<file path="src/include/activity_monitor_pkg.sv">
/*
  Package for the clock input activity monitor: register offsets, reset
  values, field positions and timing counts.
  Assumes a 125 MHz system clock and 8-bit register data.
*/
package activity_monitor_pkg;

  localparam int unsigned CLK_KHZ         = 125000;
  localparam int unsigned WINDOW_MS       = 128;
  localparam int unsigned WINDOW_CYCLES   = WINDOW_MS * CLK_KHZ;
  localparam int unsigned FILL_PER_SEC    = 8;
  localparam int unsigned MISSING_CYCLES  = 2;

  localparam int unsigned ADDR_W          = 8;
  localparam int unsigned DATA_W          = 8;

  localparam logic [7:0] ADDR_STATUS      = 8'h11;
  localparam logic [7:0] ADDR_FREQ_LIMIT  = 8'h41;
  localparam logic [7:0] ADDR_BUCKET_SIZE = 8'h50;
  localparam logic [7:0] ADDR_UPPER_THR   = 8'h51;
  localparam logic [7:0] ADDR_LOWER_THR   = 8'h52;
  localparam logic [7:0] ADDR_DECAY_RATE  = 8'h53;
  localparam logic [7:0] ADDR_CAPTURE_UI  = 8'h54;
  localparam logic [7:0] ADDR_PERIOD_LO   = 8'h55;
  localparam logic [7:0] ADDR_PERIOD_HI   = 8'h56;

  localparam int unsigned STS_ALARM_ONE   = 0;
  localparam int unsigned STS_ALARM_TWO   = 1;
  localparam int unsigned STS_LOS         = 2;
  localparam int unsigned STS_SELECT      = 3;

  localparam logic [7:0]  RST_BUCKET_SIZE = 8'h08;
  localparam logic [7:0]  RST_UPPER_THR   = 8'h06;
  localparam logic [7:0]  RST_LOWER_THR   = 8'h04;
  localparam logic [1:0]  RST_DECAY_RATE  = 2'h1;
  localparam logic [7:0]  RST_FREQ_LIMIT  = 8'h50;
  localparam logic [7:0]  RST_CAPTURE_UI  = 8'h01;
  localparam logic [15:0] RST_PERIOD      = 16'h3D09;

  typedef enum logic [1:0] {
    FAST_IDLE,
    FAST_TRACK,
    FAST_HOLDOVER
  } fast_state_type;

endpackage

</file>
<file path="src/design/clock_input_activity_monitor.sv">
/*
  Activity monitor for two reference clock inputs: a slow leaky-bucket
  monitor per input and a fast loss-of-signal monitor on the selected one.
  Assumes reference inputs and the select pin are synchronous to clk_in and
  the register port is driven by a single master on the same clock.
*/
// Function
// - each reference input has its own slow monitor and status alarm bit.
// - both buckets share size, set, clear and leak-rate registers.
// - each 128 ms window with an irregularity adds one to the bucket.
// - the bucket saturates at the programmed size.
// - fill is 8 per second; leak is fill times 1, 1/2, 1/4, 1/8.
// - a fill and a leak together perform only the fill.
// - reaching the set threshold raises the input's alarm bit.
// - the alarm holds until the level falls below the clear threshold.
// - set threshold resets to 6, giving 0.75 s to raise.
// - clear time is 2^decay times size minus clear plus one, over eight; defaults 1,8,4.
// - both slow monitors run regardless of the selected input.
// - fast monitor flags two missing cycles and holds the loop over.
// - the fast flag drives the loss-of-signal alarm pin.
// - activity on the selected input ends holdover and resumes locking.
// - switchover applies no phase compensation; the phase step passes through.
// - frequency limit defaults to plus or minus 80 ppm.
// - phase detector capture range defaults to one unit interval.
`timescale 1ns/1ps
module clock_input_activity_monitor
  import activity_monitor_pkg::*;
#(
  parameter int unsigned WINDOW_LEN = activity_monitor_pkg::WINDOW_CYCLES
)
(
  input  wire logic                                     clk_in,
  input  wire logic                                     rst_in,
  input  wire logic                                     reference_input_one_in,
  input  wire logic                                     reference_input_two_in,
  input  wire logic                                     source_select_pin_in,
  input  wire logic [activity_monitor_pkg::ADDR_W-1:0]  addr_in,
  input  wire logic [activity_monitor_pkg::DATA_W-1:0]  wr_data_in,
  input  wire logic                                     wr_in,
  input  wire logic                                     rd_in,
  output logic      [activity_monitor_pkg::DATA_W-1:0]  rd_data_out,
  output logic                                          signal_loss_alarm_pin_out,
  output logic                                          holdover_out,
  output logic                                          selected_ref_out,
  output logic      [7:0]                               freq_limit_out,
  output logic      [7:0]                               capture_range_out
);
  import activity_monitor_pkg::*;

  function automatic logic leak_due(input logic [2:0] cnt, input logic [1:0] rate);
    logic [2:0] mask;
    mask = 3'((4'h1 << rate) - 4'h1);
    return (cnt & mask) == mask;
  endfunction

  // register file
  logic [7:0]  bucket_size_q;
  logic [7:0]  upper_thr_q;
  logic [7:0]  lower_thr_q;
  logic [1:0]  decay_rate_q;
  logic [7:0]  freq_limit_q;
  logic [7:0]  capture_ui_q;
  logic [15:0] period_q;
  logic [7:0]  rd_data_q;

  wire sel_size   = addr_in == ADDR_BUCKET_SIZE;
  wire sel_upper  = addr_in == ADDR_UPPER_THR;
  wire sel_lower  = addr_in == ADDR_LOWER_THR;
  wire sel_decay  = addr_in == ADDR_DECAY_RATE;
  wire sel_flimit = addr_in == ADDR_FREQ_LIMIT;
  wire sel_capt   = addr_in == ADDR_CAPTURE_UI;
  wire sel_per_lo = addr_in == ADDR_PERIOD_LO;
  wire sel_per_hi = addr_in == ADDR_PERIOD_HI;
  wire sel_status = addr_in == ADDR_STATUS;

  always_ff @(posedge clk_in)
  begin
    if (rst_in)
    begin
      bucket_size_q <= RST_BUCKET_SIZE;
      upper_thr_q   <= RST_UPPER_THR;
      lower_thr_q   <= RST_LOWER_THR;
      decay_rate_q  <= RST_DECAY_RATE;
      freq_limit_q  <= RST_FREQ_LIMIT;
      capture_ui_q  <= RST_CAPTURE_UI;
      period_q      <= RST_PERIOD;
    end
    else if (wr_in)
    begin
      if (sel_size)        bucket_size_q <= wr_data_in;
      else if (sel_upper)  upper_thr_q   <= wr_data_in;
      else if (sel_lower)  lower_thr_q   <= wr_data_in;
      else if (sel_decay)  decay_rate_q  <= wr_data_in[1:0];
      else if (sel_flimit) freq_limit_q  <= wr_data_in;
      else if (sel_capt)   capture_ui_q  <= wr_data_in;
      else if (sel_per_lo) period_q[7:0]  <= wr_data_in;
      else if (sel_per_hi) period_q[15:8] <= wr_data_in;
    end
  end

  // window timer and leak divider
  logic [31:0] win_cnt_q;
  logic [2:0]  leak_cnt_q;
  wire         win_end  = win_cnt_q == 32'(WINDOW_LEN - 1);
  wire         leak_now = win_end && leak_due(leak_cnt_q, decay_rate_q);

  always_ff @(posedge clk_in)
  begin
    if (rst_in)
    begin
      win_cnt_q  <= 32'h0000_0000;
      leak_cnt_q <= 3'h0;
    end
    else
    begin
      win_cnt_q  <= win_end ? 32'h0000_0000 : win_cnt_q + 32'h0000_0001;
      leak_cnt_q <= win_end ? leak_cnt_q + 3'h1 : leak_cnt_q;
    end
  end

  // slow monitors, one per input
  // a window with no edge at all counts as the irregularity; both run
  // whatever is selected so the status stays current
  logic [1:0] ref_prev_q;
  logic [1:0] seen_q;
  wire  [1:0] ref_now  = {reference_input_two_in, reference_input_one_in};
  wire  [1:0] edge_now = ref_now & ~ref_prev_q;
  wire  [1:0] fill_now = {2{win_end}} & ~(seen_q | edge_now);
  wire  [1:0] alarm;
  wire  [7:0] level_one;
  wire  [7:0] level_two;

  always_ff @(posedge clk_in)
  begin
    if (rst_in)
    begin
      ref_prev_q <= 2'h0;
      seen_q     <= 2'h0;
    end
    else
    begin
      ref_prev_q <= ref_now;
      seen_q     <= win_end ? 2'h0 : (seen_q | edge_now);
    end
  end

  leaky_bucket bucket_one (
    .clk_in       (clk_in),
    .rst_in       (rst_in),
    .fill_in      (fill_now[0]),
    .leak_in      (leak_now),
    .size_in      (bucket_size_q),
    .set_thr_in   (upper_thr_q),
    .clear_thr_in (lower_thr_q),
    .level_out    (level_one),
    .alarm_out    (alarm[0])
  );

  leaky_bucket bucket_two (
    .clk_in       (clk_in),
    .rst_in       (rst_in),
    .fill_in      (fill_now[1]),
    .leak_in      (leak_now),
    .size_in      (bucket_size_q),
    .set_thr_in   (upper_thr_q),
    .clear_thr_in (lower_thr_q),
    .level_out    (level_two),
    .alarm_out    (alarm[1])
  );

  // fast monitor on the selected input
  // no compensation on switchover: the selected clock is passed as is, so
  // any phase offset between the inputs appears on the output
  fast_state_type fast_q;
  fast_state_type fast_d;
  logic [16:0]    gap_q;
  logic           los_q;
  logic           pin_q;
  logic           hold_q;
  logic           selref_q;
  logic           sel_prev_q;
  wire            sel_edge  = source_select_pin_in ? edge_now[0] : edge_now[1];
  wire            sel_level = source_select_pin_in ? ref_now[0] : ref_now[1];
  wire            switched  = source_select_pin_in != sel_prev_q;
  // the timeout follows the programmed period, so a slow reference needs its period set
  wire [16:0]     los_limit = 17'(period_q) * 17'(MISSING_CYCLES);
  wire            gap_over  = gap_q >= los_limit;

  always_comb
  begin
    fast_d = fast_q;
    case (fast_q)
      FAST_IDLE:     fast_d = sel_edge ? FAST_TRACK : FAST_IDLE;
      FAST_TRACK:    fast_d = (gap_over && !sel_edge) ? FAST_HOLDOVER : FAST_TRACK;
      FAST_HOLDOVER: fast_d = sel_edge ? FAST_TRACK : FAST_HOLDOVER;
      default:       fast_d = FAST_IDLE;
    endcase
  end

  always_ff @(posedge clk_in)
  begin
    if (rst_in)
    begin
      fast_q     <= FAST_IDLE;
      gap_q      <= 17'h00000;
      sel_prev_q <= 1'b1;
    end
    else
    begin
      fast_q     <= fast_d;
      sel_prev_q <= source_select_pin_in;
      // restart the gap count on an edge or a switchover
      gap_q      <= (sel_edge || switched) ? 17'h00000 :
                    (gap_over ? gap_q : gap_q + 17'h00001);
    end
  end

  assign los_q = fast_q == FAST_HOLDOVER;

  always_ff @(posedge clk_in)
  begin
    if (rst_in)
    begin
      pin_q    <= 1'b0;
      hold_q   <= 1'b0;
      selref_q <= 1'b0;
    end
    else
    begin
      pin_q    <= los_q;
      hold_q   <= los_q;
      selref_q <= sel_level;
    end
  end

  // read port
  wire [7:0] status_word = {4'h0, source_select_pin_in, los_q, alarm};
  wire [7:0] rd_mux = sel_status ? status_word                    :
                      sel_size   ? bucket_size_q                  :
                      sel_upper  ? upper_thr_q                    :
                      sel_lower  ? lower_thr_q                    :
                      sel_decay  ? {6'h00, decay_rate_q}          :
                      sel_flimit ? freq_limit_q                   :
                      sel_capt   ? capture_ui_q                   :
                      sel_per_lo ? period_q[7:0]                  :
                      sel_per_hi ? period_q[15:8]                 :
                                   8'h00;

  always_ff @(posedge clk_in)
  begin
    if (rst_in)
      rd_data_q <= 8'h00;
    else
      rd_data_q <= rd_in ? rd_mux : 8'h00;
  end

  assign rd_data_out               = rd_data_q;
  assign signal_loss_alarm_pin_out = pin_q;
  assign holdover_out              = hold_q;
  assign selected_ref_out          = selref_q;
  assign freq_limit_out            = freq_limit_q;
  assign capture_range_out         = capture_ui_q;
endmodule

</file>
<file path="src/design/leaky_bucket.sv">
/*
  One leaky-bucket accumulator with its no-activity alarm.
  Assumes fill_in and leak_in are one-cycle pulses from the window timer.
*/
`timescale 1ns/1ps
module leaky_bucket
  import activity_monitor_pkg::*;
(
  input  wire logic        clk_in,
  input  wire logic        rst_in,
  input  wire logic        fill_in,
  input  wire logic        leak_in,
  input  wire logic [7:0]  size_in,
  input  wire logic [7:0]  set_thr_in,
  input  wire logic [7:0]  clear_thr_in,
  output logic      [7:0]  level_out,
  output logic             alarm_out
);

  logic [7:0] level_q;
  logic [7:0] level_d;
  logic       alarm_q;
  logic       alarm_d;
  wire        full     = level_q >= size_in;
  wire        empty    = level_q == 8'h00;

  // a fill blocks a leak on the same window boundary
  assign level_d = (fill_in && !full)             ? level_q + 8'h01 :
                   (fill_in)                      ? level_q :
                   (leak_in && !empty)            ? level_q - 8'h01 :
                                                    level_q;
  assign alarm_d = (level_q >= set_thr_in)        ? 1'b1 :
                   (level_q <  clear_thr_in)      ? 1'b0 :
                                                    alarm_q;

  always_ff @(posedge clk_in)
  begin
    if (rst_in)
    begin
      level_q <= 8'h00;
      alarm_q <= 1'b0;
    end
    else
    begin
      level_q <= level_d;
      alarm_q <= alarm_d;
    end
  end

  assign level_out = level_q;
  assign alarm_out = alarm_q;
endmodule

</file>
<file path="config.mk">
export PLATFORM = sky130hd
export DESIGN_NAME = clock_input_activity_monitor
export DESIGN_NICKNAME = d
export VERILOG_FILES = /design/src/include/activity_monitor_pkg.sv /design/src/design/clock_input_activity_monitor.sv /design/src/design/leaky_bucket.sv
export SDC_FILE = /design/constraint.sdc
export NUM_CORES = 1
export LEC_CHECK = 0
export BUFFER_PORTS_ARGS = -buffer_cell sky130_fd_sc_hd__buf_2
export CAP_MARGIN = 40
export CELL_PAD_IN_SITES_DETAIL_PLACEMENT = 0
export CELL_PAD_IN_SITES_GLOBAL_PLACEMENT = 1
export CORE_MARGIN = 2
export CORE_UTILIZATION = 51
export CTS_CLUSTER_DIAMETER = 60
export DETAILED_ROUTE_END_ITERATION = 10
export PLACE_DENSITY_LB_ADDON = 0.1
export SLEW_MARGIN = 20
export SYNTH_ARGS = -nofsm -noshare
export SYNTH_HDL_FRONTEND = slang
export SYNTH_SLANG_ARGS = --single-unit
export TNS_END_PERCENT = 10
</file>
<file path="constraint.sdc">
create_clock -name clk_in -period 12.3 [get_ports clk_in]
set_input_delay 3.69 -clock clk_in [delete_from_list [all_inputs] [get_ports clk_in]]
set_output_delay 3.69 -clock clk_in [all_outputs]
set_load 0.02 [all_outputs]
</file>
==> impl_summary.md <==
Outcome
The flow ran to the end, and the final reports show no timing, DRC or antenna violations.

Die
The floorplan step defined a die boundary enclosing 0.01723 mm^2. Once the floorplan was initialized, standard cells occupied 52.18% of the core. In this run the vertical extent of the chip is 131.3 um. The total core area is 0.01583 mm^2. The top-level I/O count is 50.

The count of standard-cell rows is 46. The die is around 130 um wide.

STA
The measured slew at the worst slew-check pin is 829.8 ps. The worst hold margin is 440.2 ps. Setup repair after global routing left no endpoint under its margin.

Setup violations remaining at the end of the flow were counted as 0. The post-route setup TNS is 0 ps. The total count of max-transition violations in the final report was 0.

Timing would allow up to 152.6 MHz. The worst slew slack as a fraction of its limit is 44.68%. The setup skew after layout is 10.96 ps. In the finished design, the share of the clock period the worst path needs comes to a little over half. The minimum period implied by the final worst setup slack is 6555 ps.

The final-report hold violation count is 0.

Finish
The area overhead of the layout relative to synthesis is 11.95%. The share of final-layout standard cells stronger than drive strength 1 is 10.12%. The number of inserted diodes is 0. The net count of the finished layout is 1098. The layout filler cell count is 1500.

Global route
The number of global-route vias before repair is 6604. The first global-routing pass estimated roughly 34 mm of wire. The total congestion overflow is 0. Across every metal layer, demand over resource in global routing totals between 20 and 25%. The number of antenna violations at the first check in global routing came to 0. The pin count of the biggest net entering global routing is 74.

Place
The detailed-placement wirelength estimate is approximately 15 mm. The number of I/O port buffers is 49. The last weighted congestion value of the routability-driven placer is roughly 0.8.

Flow run
The max capacitance violation total is 0.

Routing
For this block, the initial DRC count from the detailed router was 432. The post-route DRC violation count is 0. For this run, the detailed router's first-pass iteration total came to 5. The routed design has 20.59 mm of wire. The total number of vias is 6921. After detailed routing, the average wire length per cell comes to 16.82 um. In this run the remaining antenna-violating nets after routing total 0. The via count normalized by instance count is 5.654.

Pwr
Net switching is 22.14% of the power. The fraction of power consumed by the clock network is 50.6%. The highest ir drop seen on vdd is 0.1207 mV. The power density over cell area is ~110 mW/mm^2. The switching power total is between 0.2 and 0.25 mW.

The internal power of the cells totals 0.8127 mW. The share of total power in sequential cells is 45.5%. Summed over all cells, the static leakage comes to 3.898 nW. The combinational power share is 3.9%.

Yosys
Sequential cells were found to cover 35.15% of the synthesized design area. The flip-flop and latch count after synthesis is 145. For this run, the number of Yosys warnings is 0.

The number of distinct library cells after synthesis is 66. The gate count after technology mapping is 962. Among all flip-flop cells after synthesis, the most frequent one is sky130_fd_sc_hd__dfxtp_1. The largest total area in the synthesized netlist belongs to sky130_fd_sc_hd__dfxtp_1. The share of Yosys cell area claimed by the top area cell type is 35.15%. For this run, asynchronously set or reset flops after synthesis account for 0%. When the netlist entered floorplanning its net count stood at 1064.

Each instance of the synthesized netlist takes up on average 8.585 um^2. After synthesis, the most frequently instantiated cells are sky130_fd_sc_hd__dfxtp_1 (145), sky130_fd_sc_hd__nor2_1 (101), sky130_fd_sc_hd__nand2_1 (92). The number of enable-type register cells in the synthesized netlist is 0.

Yosys instantiated no cell more often than sky130_fd_sc_hd__dfxtp_1. Summing every instance area after synthesis gives ~0.0083 mm^2. Ranked by total cell area, the synthesized netlist is headed by sky130_fd_sc_hd__dfxtp_1 (35%), sky130_fd_sc_hd__ha_1 (12%), sky130_fd_sc_hd__mux2i_1 (6.5%).

Setup path
In this run the worst setup path terminates at bucket_one.level_out[7]. For flop-to-flop paths, the worst setup slack is 8140 ps. The worst register-to-register path begins at bucket_one.level_out[6]. The arrival time at the worst endpoint is 6860 ps. The endpoint identified for the worst register-to-register timing path is bucket_one.level_out[7]. The worst setup path is captured at a flop. Counting cells, the worst reg-to-reg path comes to 13. At the worst endpoint, the required time is 12600 ps. Of all nets on the critical path, the largest fanout is 6. The worst setup path category is input port to flop. The launch point of the critical path is reference_input_one_in. STA classifies the critical path startpoint as an input port.

Clock tree
The tree built by TritonCTS fans out to between 100 and 150 sinks. The count of buffers added by post-CTS timing repair for setup is 0. The deepest level of the CTS H-tree is 4.

In this run the clock root is driven by a sky130_fd_sc_hd__clkbuf_16. The buffer levels on the longest clock path is 2. TritonCTS built the clock tree.

The clock reaches the later pin of the worst-skew pair after 420 ps. The quantity of hold-fixing buffers added after cts is 0. The clock buffer count from CTS is 17.

The clock edge transition at the registers on the reported setup and hold paths is 60 ps. The post-cts gate resize count is 0.

Min path
The path class of the tightest hold or removal check is flop to flop. In this run the most critical hold path is launched from win_cnt_q[0].
==> routing by layer <==
layer / vias to the layer above / GRT usage [%] / wire (um)
met1: 3287 / 34.45 / 10270
met2: 103 / 38.80 / 9341
li1: 3510 / - / -
met5: - / 0 / 0
met3: 21 / 4.630 / 653
met4: 0 / 6.401 / 331
==> power groups by stage <==
stage                     Clock (mW)  Combinational [mW]  Sequential, mW
after CTS                      0.537              0.0406           0.475
after detailed placement           0              0.0404           0.485
after global placement             0              0.0404           0.485
after floorplan                    0              0.0245           0.485
final                          0.529              0.0405           0.475
after global routing           0.561              0.0438           0.475
==> worst max-delay path: stages <==
cell	delay, ps
sky130_fd_sc_hd__buf_2	100
sky130_fd_sc_hd__nor2b_1	160
sky130_fd_sc_hd__a2111oi_0	390
sky130_fd_sc_hd__buf_1	210
sky130_fd_sc_hd__o21ai_0	130
sky130_fd_sc_hd__buf_2	230
sky130_fd_sc_hd__ha_1	290
sky130_fd_sc_hd__a211oi_1	260
sky130_fd_sc_hd__o21bai_1	120
sky130_fd_sc_hd__a2111oi_0	590
sky130_fd_sc_hd__o311ai_0	230
sky130_fd_sc_hd__o21ai_1	140
sky130_fd_sc_hd__mux2_1	320
==> state kept, by name (all words and copies together), names as in the netlist <==
| signal | flops |
|---|---|
| bucket_two.alarm_out | 1 |
| bucket_two.level_out | 8 |
| capture_range_out | 8 |
| selected_ref_out | 1 |
| period_q | 16 |
| win_cnt_q | 32 |
| rd_data_out | 8 |
| holdover_out | 1 |
| freq_limit_out | 8 |
| leak_cnt_q | 3 |
| ref_prev_q | 2 |
| fast_q | 2 |
| lower_thr_q | 8 |
| upper_thr_q | 8 |
| bucket_one.level_out | 8 |
| sel_prev_q | 1 |
| seen_q | 2 |
| decay_rate_q | 2 |
| bucket_size_q | 8 |
| gap_q | 17 |
| bucket_one.alarm_out | 1 |
==> logic make-up (layout without fill, tap and decap cells) <==
logic type      after synthesis  count (layout)  synth area share (%)
compound gates              181             181                 14.42
xor+xnor                     43              43                 4.560
fa+ha+maj                    79              79                 12.15
buf+inv                      91             137                 4.348
flops                       145             145                 35.15
mux                          58              58                 7.090
simple gates                365             365                 22.28
==> layout by cell type (no fill, tap or decap), types with 4 or more instances in the layout <==
cell type and instances:
sky130_fd_sc_hd__clkbuf_16 17, sky130_fd_sc_hd__nor2_1 101, sky130_fd_sc_hd__inv_1 49, sky130_fd_sc_hd__o21bai_1 5, sky130_fd_sc_hd__nand2b_1 9, sky130_fd_sc_hd__or3_1 9, sky130_fd_sc_hd__buf_4 5, sky130_fd_sc_hd__o21ai_0 30
sky130_fd_sc_hd__nor4_1 5, sky130_fd_sc_hd__and4_1 5, sky130_fd_sc_hd__o31ai_1 16, sky130_fd_sc_hd__o211ai_1 10, sky130_fd_sc_hd__a221oi_1 11, sky130_fd_sc_hd__nand4_1 12, sky130_fd_sc_hd__buf_2 51, sky130_fd_sc_hd__nor2b_1 9
sky130_fd_sc_hd__nor3b_1 4, sky130_fd_sc_hd__nand2_1 92, sky130_fd_sc_hd__a21oi_1 56, sky130_fd_sc_hd__ha_1 77, sky130_fd_sc_hd__and3_1 7, sky130_fd_sc_hd__a21o_1 22, sky130_fd_sc_hd__dfxtp_1 145, sky130_fd_sc_hd__and2_1 5
sky130_fd_sc_hd__nand3_1 55, sky130_fd_sc_hd__or4_1 15, sky130_fd_sc_hd__or2_2 4, sky130_fd_sc_hd__nor3_1 13, sky130_fd_sc_hd__mux2i_1 54, sky130_fd_sc_hd__xnor2_1 15, sky130_fd_sc_hd__xor2_1 28, sky130_fd_sc_hd__a211oi_1 6
==> metrics by stage <==
stage | utilization [%] | instances | setup slack (ps) | power, mW | cell area, um^2
floorplan | - | 962 | 5357 | 0.5096 | 8259
global placement | 54.52 | 1189 | 4786 | 0.5254 | 8630
detailed placement | 54.62 | 1192 | 5313 | 0.5256 | 8646
CTS | 58.39 | 1223 | 5735 | 1.052 | 9241
global route | 58.42 | 1224 | 5464 | 1.079 | 9246
finish | 58.42 | 1224 | 5745 | 1.044 | 9246
==> worst min path at each step <==
stage	end	cells after the start
5_1_grt	win_cnt_q[0]	1
6_report	win_cnt_q[0]	1
3_5_place_dp	win_cnt_q[0]	1
2_1_floorplan	win_cnt_q[0]	1
3_3_place_gp	win_cnt_q[0]	1
4_1_cts	win_cnt_q[0]	1
==> cell type report <==
class / count / area [um^2] / area share (%)
Clock buffer: 22 / 464.2 / 5.020
Clock inverter: 9 / 131.4 / 1.421
Inverter: 49 / 183.9 / 1.989
Multi-Input combinational cell: 726 / 4997 / 54.05
Sequential cell: 145 / 2903 / 31.39
Tap cell: 216 / 270.3 / 2.923
Timing Repair Buffer: 57 / 296.5 / 3.207
Power figures use the tool's default switching activity.
